--- config.mk ---
export PLATFORM = sky130hd
export DESIGN_NAME = ebid_eeprom
export DESIGN_NICKNAME = d
export VERILOG_FILES = /design/src/common/ebid_pkg.sv /design/src/rtl/ebid_sync.sv /design/src/rtl/ebid_eeprom.sv
export SDC_FILE = /design/constraint.sdc
export NUM_CORES = 2
export LEC_CHECK = 0
export BUFFER_PORTS_ARGS = -buffer_cell sky130_fd_sc_hd__clkbuf_2
export CAP_MARGIN = 40
export CORE_MARGIN = 2
export CORE_UTILIZATION = 63
export DETAILED_ROUTE_END_ITERATION = 7
export PLACE_DENSITY = 0.79
export SETUP_SLACK_MARGIN = 0.2
export SYNTH_ARGS = -nofsm -noshare
export SYNTH_HDL_FRONTEND = slang
export SYNTH_SLANG_ARGS = --single-unit
--- constraint.sdc ---
create_clock -name sys_clk_i -period 7.3 [get_ports sys_clk_i]
set_input_delay 0 -clock sys_clk_i [delete_from_list [all_inputs] [get_ports sys_clk_i]]
set_output_delay 0 -clock sys_clk_i [all_outputs]
set_load 0.1 [all_outputs]
--- src/common/ebid_pkg.sv ---
`default_nettype none
package ebid_pkg;

  // Fixed upper nibble of the 7-bit target address.
  localparam logic [3:0] ADDR_BASE_NIB = 4'hA;
  // Bit positions of the address byte received after a start.
  localparam int unsigned ADDR_RW_BIT    = 0;
  localparam int unsigned ADDR_SEL_LSB   = 1;
  localparam int unsigned ADDR_SEL_MSB   = 2;
  localparam int unsigned ADDR_STRAP_BIT = 3;
  localparam int unsigned ADDR_NIB_LSB   = 4;

  // Storage depth in bytes and width of the stored index.
  localparam int unsigned MEM_DEPTH = 256;
  localparam int unsigned MEM_AW    = 8;

  // Header pattern held in the first four bytes after reset.
  localparam int unsigned HDR_LEN = 4;
  localparam logic [7:0] HDR_BYTE0 = 8'hAA;
  localparam logic [7:0] HDR_BYTE1 = 8'h55;
  localparam logic [7:0] HDR_BYTE2 = 8'h33;
  localparam logic [7:0] HDR_BYTE3 = 8'hEE;

  // Reset values, and the bit count that completes a byte.
  localparam logic [15:0] PTR_RST   = 16'h0000;
  localparam logic [7:0]  SHIFT_RST = 8'h00;
  localparam logic [3:0]  BCNT_RST  = 4'h0;
  localparam logic [3:0]  BCNT_BYTE = 4'h8;

  // Synchroniser: pins sampled, and their idle level after reset.
  localparam int unsigned SYNC_W   = 6;
  localparam logic [5:0]  SYNC_RST = 6'h3F;
  localparam int unsigned PIN_SCL  = 0;
  localparam int unsigned PIN_SDA  = 1;
  localparam int unsigned PIN_SEL0 = 2;
  localparam int unsigned PIN_SEL1 = 3;
  localparam int unsigned PIN_STRP = 4;
  localparam int unsigned PIN_WP   = 5;

  // Transfer states, Gray coded along the write path.
  typedef enum logic [3:0] {
    ST_IDLE    = 4'h0,
    ST_DEV     = 4'h1,
    ST_ACK_DEV = 4'h3,
    ST_ADR_HI  = 4'h2,
    ST_ACK_HI  = 4'h6,
    ST_ADR_LO  = 4'h7,
    ST_ACK_LO  = 4'h5,
    ST_WDAT    = 4'h4,
    ST_ACK_WR  = 4'hC,
    ST_RDAT    = 4'hD,
    ST_RACK    = 4'hF
  } ebid_state_t;

endpackage : ebid_pkg

`default_nettype wire

--- src/rtl/ebid_sync.sv ---
`timescale 1ns/1ps
`default_nettype none

module ebid_sync #(
  parameter int unsigned W       = 1,
  parameter logic [W-1:0] RST_VAL = '0
) (
  input  wire logic         sys_clk_i,
  input  wire logic         reset_n_i,
  input  wire logic [W-1:0] async_i,
  output logic      [W-1:0] sync_o
);

  logic [W-1:0] meta_ff;

  // Two stages; only the second stage leaves this module, so nothing
  // downstream can observe the possibly metastable first stage.
  always_ff @(posedge sys_clk_i) begin
    if (!reset_n_i) begin
      meta_ff <= RST_VAL;
      sync_o  <= RST_VAL;
    end else begin
      meta_ff <= async_i;
      sync_o  <= meta_ff;
    end
  end

endmodule : ebid_sync

`default_nettype wire

--- src/rtl/ebid_eeprom.sv ---
// Contract
// - Each sold board carries this identity store; host reads it at boot.
// - After the device address, take a two-byte memory address.
// - Other targets may share the bus at different addresses.
// - Writes only while write-protect is low; blocked while it is high.
// - Big-endian content; every memory address reads one single byte.
// - First four bytes reset to the fixed header pattern the host checks; unprotected writes can change them.
`timescale 1ns/1ps
`default_nettype none

module ebid_eeprom (
  input  wire logic       sys_clk_i,
  input  wire logic       reset_n_i,
  input  wire logic       scl_i,
  input  wire logic       sda_i,
  output logic            sda_o,
  output logic            sda_oe_o,
  input  wire logic [1:0] addr_sel_i,
  input  wire logic       upper_address_strap_i,
  input  wire logic       write_protect_i,
  output logic            addressed_o
);

  logic [ebid_pkg::SYNC_W-1:0] pins_s;
  logic                        scl_q_ff;
  logic                        sda_q_ff;
  logic                        scl_s;
  logic                        sda_s;
  logic                        scl_rise;
  logic                        scl_fall;
  logic                        start_det;
  logic                        stop_det;
  ebid_pkg::ebid_state_t       state_ff;
  logic [3:0]                  bcnt_ff;
  logic [7:0]                  shift_ff;
  logic [15:0]                 ptr_ff;
  logic                        rw_ff;
  logic                        hack_ff;
  logic                        dev_match;
  logic                        wr_ok;
  logic                        byte_done;
  logic [7:0]                  rd_byte;
  logic [7:0]                  hdr_ff [ebid_pkg::HDR_LEN];
  logic [7:0]                  mem [ebid_pkg::MEM_DEPTH];
  logic [ebid_pkg::MEM_AW-1:0] idx;

  // Every pin, straps included, crosses two flops before use.
  ebid_sync #(
    .W       (ebid_pkg::SYNC_W),
    .RST_VAL (ebid_pkg::SYNC_RST)
  ) u_sync (
    .sys_clk_i (sys_clk_i),
    .reset_n_i (reset_n_i),
    .async_i   ({write_protect_i, upper_address_strap_i, addr_sel_i,
                 sda_i, scl_i}),
    .sync_o    (pins_s)
  );

  assign scl_s = pins_s[ebid_pkg::PIN_SCL];
  assign sda_s = pins_s[ebid_pkg::PIN_SDA];

  // Delayed copies of the synchronised lines for edge detection.
  always_ff @(posedge sys_clk_i) begin
    if (!reset_n_i) begin
      scl_q_ff <= 1'b1;
      sda_q_ff <= 1'b1;
    end else begin
      scl_q_ff <= scl_s;
      sda_q_ff <= sda_s;
    end
  end

  // Both lines pass the same synchroniser, so their skew is preserved.
  assign scl_rise  = scl_s & ~scl_q_ff;
  assign scl_fall  = ~scl_s & scl_q_ff;
  assign start_det = scl_s & scl_q_ff & sda_q_ff & ~sda_s;
  assign stop_det  = scl_s & scl_q_ff & ~sda_q_ff & sda_s;
  assign byte_done = scl_fall && (bcnt_ff == ebid_pkg::BCNT_BYTE);

  // Fixed nibble, strap and switch must all match the received address.
  assign dev_match =
    (shift_ff[7:ebid_pkg::ADDR_NIB_LSB] == ebid_pkg::ADDR_BASE_NIB) &&
    (shift_ff[ebid_pkg::ADDR_STRAP_BIT] ==
     pins_s[ebid_pkg::PIN_STRP]) &&
    (shift_ff[ebid_pkg::ADDR_SEL_MSB:ebid_pkg::ADDR_SEL_LSB] ==
     pins_s[ebid_pkg::PIN_SEL1:ebid_pkg::PIN_SEL0]);

  // Write protect is sampled per byte, so it may change between bytes.
  assign wr_ok = ~pins_s[ebid_pkg::PIN_WP];

  // One byte per address; the header sits in reset-loaded registers.
  assign idx     = ptr_ff[ebid_pkg::MEM_AW-1:0];
  assign rd_byte = (ptr_ff < 16'(ebid_pkg::HDR_LEN)) ?
                   hdr_ff[ptr_ff[1:0]] : mem[idx];

  // Transfer sequencer. A start or stop overrides any state.
  always_ff @(posedge sys_clk_i) begin
    if (!reset_n_i) begin
      state_ff <= ebid_pkg::ST_IDLE;
    end else if (start_det) begin
      state_ff <= ebid_pkg::ST_DEV;
    end else if (stop_det) begin
      state_ff <= ebid_pkg::ST_IDLE;
    end else begin
      case (state_ff)
        ebid_pkg::ST_DEV: begin
          if (byte_done) begin
            state_ff <= dev_match ? ebid_pkg::ST_ACK_DEV : ebid_pkg::ST_IDLE;
          end
        end
        ebid_pkg::ST_ACK_DEV: begin
          if (scl_fall) begin
            state_ff <= rw_ff ? ebid_pkg::ST_RDAT : ebid_pkg::ST_ADR_HI;
          end
        end
        ebid_pkg::ST_ADR_HI: begin
          if (byte_done) begin
            state_ff <= ebid_pkg::ST_ACK_HI;
          end
        end
        ebid_pkg::ST_ACK_HI: begin
          if (scl_fall) begin
            state_ff <= ebid_pkg::ST_ADR_LO;
          end
        end
        ebid_pkg::ST_ADR_LO: begin
          if (byte_done) begin
            state_ff <= ebid_pkg::ST_ACK_LO;
          end
        end
        ebid_pkg::ST_ACK_LO: begin
          if (scl_fall) begin
            state_ff <= ebid_pkg::ST_WDAT;
          end
        end
        ebid_pkg::ST_WDAT: begin
          if (byte_done) begin
            // A refused byte is not acknowledged and ends the transfer.
            state_ff <= wr_ok ? ebid_pkg::ST_ACK_WR : ebid_pkg::ST_IDLE;
          end
        end
        ebid_pkg::ST_ACK_WR: begin
          if (scl_fall) begin
            state_ff <= ebid_pkg::ST_WDAT;
          end
        end
        ebid_pkg::ST_RDAT: begin
          if (byte_done) begin
            state_ff <= ebid_pkg::ST_RACK;
          end
        end
        ebid_pkg::ST_RACK: begin
          if (scl_fall) begin
            state_ff <= hack_ff ? ebid_pkg::ST_RDAT : ebid_pkg::ST_IDLE;
          end
        end
        default: begin
          state_ff <= ebid_pkg::ST_IDLE;
        end
      endcase
    end
  end

  // Bit counter counts the eight bit rises of a byte. Acknowledge slots
  // are left out, or every later byte would close one bit early.
  always_ff @(posedge sys_clk_i) begin
    if (!reset_n_i || start_det || stop_det) begin
      bcnt_ff <= ebid_pkg::BCNT_RST;
    end else if (scl_fall && (bcnt_ff == ebid_pkg::BCNT_BYTE)) begin
      bcnt_ff <= ebid_pkg::BCNT_RST;
    end else if (scl_rise && ((state_ff == ebid_pkg::ST_DEV) ||
                 (state_ff == ebid_pkg::ST_ADR_HI) ||
                 (state_ff == ebid_pkg::ST_ADR_LO) ||
                 (state_ff == ebid_pkg::ST_WDAT) ||
                 (state_ff == ebid_pkg::ST_RDAT))) begin
      bcnt_ff <= bcnt_ff + 4'h1;
    end
  end

  // Shift register: samples on rise when receiving, shifts on fall when
  // sending, and is reloaded with the next byte after an acknowledge.
  always_ff @(posedge sys_clk_i) begin
    if (!reset_n_i) begin
      shift_ff <= ebid_pkg::SHIFT_RST;
    end else if (state_ff == ebid_pkg::ST_RDAT) begin
      if (scl_fall && (bcnt_ff != ebid_pkg::BCNT_RST)) begin
        shift_ff <= {shift_ff[6:0], 1'b0};
      end
    end else if (((state_ff == ebid_pkg::ST_ACK_DEV) && rw_ff) ||
                 (state_ff == ebid_pkg::ST_RACK)) begin
      if (scl_fall) begin
        shift_ff <= rd_byte;
      end
    end else if (scl_rise) begin
      shift_ff <= {shift_ff[6:0], sda_s};
    end
  end

  // Direction bit of the address byte, and the host's read acknowledge.
  always_ff @(posedge sys_clk_i) begin
    if (!reset_n_i) begin
      rw_ff   <= 1'b0;
      hack_ff <= 1'b0;
    end else begin
      if ((state_ff == ebid_pkg::ST_DEV) && byte_done) begin
        rw_ff <= shift_ff[ebid_pkg::ADDR_RW_BIT];
      end
      if ((state_ff == ebid_pkg::ST_RACK) && scl_rise) begin
        hack_ff <= ~sda_s;
      end
    end
  end

  // Address pointer, big-endian: high byte first, then low byte.
  // It steps once per byte read or written and survives a repeated start.
  always_ff @(posedge sys_clk_i) begin
    if (!reset_n_i) begin
      ptr_ff <= ebid_pkg::PTR_RST;
    end else if (byte_done && (state_ff == ebid_pkg::ST_ADR_HI)) begin
      ptr_ff[15:8] <= shift_ff;
    end else if (byte_done && (state_ff == ebid_pkg::ST_ADR_LO)) begin
      ptr_ff[7:0] <= shift_ff;
    end else if (byte_done && (state_ff == ebid_pkg::ST_WDAT) && wr_ok) begin
      ptr_ff <= ptr_ff + 16'h0001;
    end else if (scl_fall && (((state_ff == ebid_pkg::ST_ACK_DEV) && rw_ff) ||
                 ((state_ff == ebid_pkg::ST_RACK) && hack_ff))) begin
      ptr_ff <= ptr_ff + 16'h0001;
    end
  end

  // Header bytes load the fixed pattern at reset; software may rewrite
  // them while unprotected, which is why protection is worth fitting.
  always_ff @(posedge sys_clk_i) begin
    if (!reset_n_i) begin
      hdr_ff[0] <= ebid_pkg::HDR_BYTE0;
      hdr_ff[1] <= ebid_pkg::HDR_BYTE1;
      hdr_ff[2] <= ebid_pkg::HDR_BYTE2;
      hdr_ff[3] <= ebid_pkg::HDR_BYTE3;
    end else if (byte_done && (state_ff == ebid_pkg::ST_WDAT) && wr_ok &&
                 (ptr_ff < 16'(ebid_pkg::HDR_LEN))) begin
      hdr_ff[ptr_ff[1:0]] <= shift_ff;
    end
  end

  // Identity storage array; upper pointer bits alias onto it.
  always_ff @(posedge sys_clk_i) begin
    if (byte_done && (state_ff == ebid_pkg::ST_WDAT) && wr_ok) begin
      mem[idx] <= shift_ff;
    end
  end

  // Open-drain data line: pulls low for acknowledges and for zero bits.
  always_ff @(posedge sys_clk_i) begin
    if (!reset_n_i || start_det || stop_det) begin
      sda_oe_o <= 1'b0;
    end else if (byte_done) begin
      case (state_ff)
        ebid_pkg::ST_DEV:    sda_oe_o <= dev_match;
        ebid_pkg::ST_WDAT:   sda_oe_o <= wr_ok;
        ebid_pkg::ST_ADR_HI: sda_oe_o <= 1'b1;
        ebid_pkg::ST_ADR_LO: sda_oe_o <= 1'b1;
        default:             sda_oe_o <= 1'b0;
      endcase
    end else if (scl_fall) begin
      case (state_ff)
        ebid_pkg::ST_ACK_DEV: sda_oe_o <= rw_ff & ~rd_byte[7];
        ebid_pkg::ST_RACK:    sda_oe_o <= hack_ff & ~rd_byte[7];
        ebid_pkg::ST_RDAT:    sda_oe_o <= ~shift_ff[6];
        default:              sda_oe_o <= 1'b0;
      endcase
    end
  end

  // The driven level is always low; the line is released to float high.
  always_ff @(posedge sys_clk_i) begin
    if (!reset_n_i) begin
      sda_o       <= 1'b0;
      addressed_o <= 1'b0;
    end else begin
      sda_o       <= 1'b0;
      addressed_o <= (state_ff != ebid_pkg::ST_IDLE) &&
                     (state_ff != ebid_pkg::ST_DEV);
    end
  end

endmodule : ebid_eeprom

`default_nettype wire

==> results.toml <==
[sta]
finalHoldViolations = 0
setup_viol = 0
worstMarginPinSlew_ns = 1.02
rsz0062_at_grt = "no"
relSlewSlack_pct = 31.9
max_freq_mhz = 197
tns_ns = 0
min_period_ns = 5.06
fin_skew_ns = 0.0445
worst_hold_slack_ns = 0.266
finalCritPeriodShare_pct = 69.4
layout_setup_ws_ns = 2.24
slew_viol_final = 0

[logic_synthesis]
yosys_warnings = 0
synth_seq_cells = 2138
yosysTopAreaCell = "edfxtp_1"
synth_edf_count = 2080
syn_area_per_cell_um2 = 21.3
synth_fp_nets = 3947
synthArstFlopShare_pct = 0
netlist_area_mm2 = 0.0837
synth.most_common_cell = "edfxtp_1"
synthTopCellsByArea = "edfxtp_1 75%, mux4_2 16%, nor2_1 1.5%"
synthCells = 3933
ys.flop_type = "edfxtp_1"
synth_seq_area_share_pct = 76.0
synth_top_area_share_pct = 74.6
ys_top_cells_by_count = "2,080 x edfxtp_1, 596 x mux4_2, 329 x nor2_1"
synth.distinct_cells = 61

[grt]
grt_pass1_wl_um = 315000
grt_usage_pct = 32.9
grt_pass1_vias = 43000
antenna_found_initial = 6
grt_max_degree = 208
overflow = 0

[floorplan]
core_area_mm2 = 0.132
ios = 11
die_w_um = 368
num_rows = 133
initial_core_util_pct = 63.6
die_area_mm2 = 0.136
die_y_um = 368

[power_and_ir_drop]
peakVddDrop_uv = 266
cellLeakagePower_nw = 27.1
cellPowerDensity_mw_per_mm2 = 258

[clock_network]
cts_buffer_depth = 3
clk_latency_ns = 0.85
h-tree-depth = 4
post_cts_resize_count = 0
path_clk_slew_ns = 0.06
numCtsBuffers = 202
cts.sinks = 2138
cts_root_buf = "clkbuf_16"
cts_tree = "done"

[layout]
fill_cells = 7220
fin_nets = 4079
syn_to_final_growth_pct = 10.8
drive_above_1_share_pct = 25.6
fin_cells = 5995

[place]
numPortBuffers = 9
globalplace.congestion = 0.936
dpl.hpwl_um = 126000
pre_cts_slack_ns = 2.61
placedCellCount = 5594

[route]
drc_errors = 16
drtIter0Drc = 7306
drt_first_pass_iters = 8
ant_nets = 0
drt-total-wl_um = 219000
vias_per_cell = 7.19
wl_per_cell_um = 36.6
dr_total_vias = 43100

[hold_path]
hold_depth = 4
hp-class = "input pin to flop"

[run_status]
violations = "DRC"
outcome = "finished with violations"

[critical_path]
slowest_stage = "dfxtp_4"
cpPeakStageDelay_ns = 0.81
path_max_fanout = 116
cp.arrival_ns = 5.82
endpoint_kind = "flop"
crit_type = "flop to flop"
cp_data_required_time_ns = 8.05
start_kind = "flop"
worstPathCellList = "buf_12, buf_4, mux4_2, o21ai_0, nand4_1, a22o_1, nand3_1, nand4_1, a211oi_1"
crit_top_cell = "nand4_1"
r2r_cells = 9

[run]
drv_cap = 0
==> what timing repair did <==
action | CTS | global route
buffers inserted | 0 | 0
hold buffers | 19 | 0
endpoints found under the hold margin | 54 | 0
==> routing by layer <==
metal / up-vias / global-route usage (%) / share of wire (%)
met1: 22200 / 44.6 / 34
met5: - / 0 / 0.010
li1: 16600 / - / -
met4: 4 / 15.7 / 5.7
met2: 3596 / 50.2 / 47
met3: 693 / 9.48 / 13
==> state kept, by name, summed over array words and instances, names as in the netlist, named ones only <==
signal and count:
u_sync.meta_ff 6, hack_ff 1, hdr_ff 32, bcnt_ff 4, sda_q_ff 1, u_sync.sync_o 6
state_ff 4, shift_ff 8, rw_ff 1, sda_oe_o 1, addressed_o 1, scl_q_ff 1
mem 2048, ptr_ff 16
==> placed cells by master, fill, tap and decap left out, types with 19 or more instances in the layout <==
cell,count
edfxtp_1,2080
mux4_2,596
nor2_1,327
clkbuf_16,204
nand2_1,112
buf_4,100
mux2i_1,62
clkinv_2,49
clkinv_1,49
a21oi_1,46
dfxtp_1,44
nand2b_1,37
o21ai_0,32
clkbuf_1,31
nor2b_1,28
nand3_1,26
o22ai_1,20
dlygate4sd3_1,19
==> metrics by stage <==
step	utilization [%]	instance area, um2	power [mW]
final	70.5	92700	23.9
after global routing	70.4	92700	24.4
after CTS	70.4	92700	24.0
after detailed placement	65.4	86100	13.8
after global placement	64.9	85500	13.8
after floorplan	-	83700	13.8
==> power by group <==
| part | leakage (nW) | switching, mW | total [mW] | internal (mW) |
|---|---|---|---|---|
| clock | 3.16 | 4.62 | 10.4 | 5.73 |
| combinational | 5.37 | 0.136 | 0.166 | 0.0297 |
| sequential | 18.6 | 0.0307 | 13.4 | 13.4 |
| total | 27.1 | 4.79 | 23.9 | 19.1 |
==> worst paths after layout <==
| check | from | to | slack, ns |
|---|---|---|---|
| setup / recovery | flop | sda_oe_o$_SDFFE_PP0P_ | 2.24 |
| hold / removal | reset_n_i | u_sync.sync_o[5]$_SDFF_PN1_ | 0.27 |
| setup reg to reg | flop | sda_oe_o$_SDFFE_PP0P_ | 2.24 |
| hold reg to reg | u_sync.meta_ff[1]$_SDFF_PN1_ | u_sync.sync_o[1]$_SDFF_PN1_ | 0.42 |
==> critical path: cells and delay by family, from the launching register on <==
family / cells / cell delay (ns)
buffers and inverters: 2 / 1.31
AO/OA/AOI/OAI: 3 / 1.28
flip-flops: 1 / 0.81
AND/OR/NAND/NOR: 3 / 0.78
multiplexers: 1 / 0.65
==> final cells by class <==
type	instances	area (um2)	area share, %
antenna	4	10.0	0.0108
clock buffer	235	5220	5.63
clock inverter	140	1220	1.31
inverter	11	48.8	0.0526
multi-input combinational	1552	18800	20.3
sequential	2138	63700	68.7
tap	1755	2200	2.37
timing repair buffer	160	1560	1.69
==> cells by family (layout without fill, tap and decap cells) <==
family	count (synthesis)	after routing	synth area share [%]
mux	669	669	16.9
buf+inv	243	546	1.55
fa+ha+maj	6	6	0.0897
other cells	1	5	0.00448
flops	2138	2138	76.0
compound gates	221	221	1.82
simple gates	638	638	3.41
xor+xnor	17	17	0.178
(Power assumes the default switching activity.)
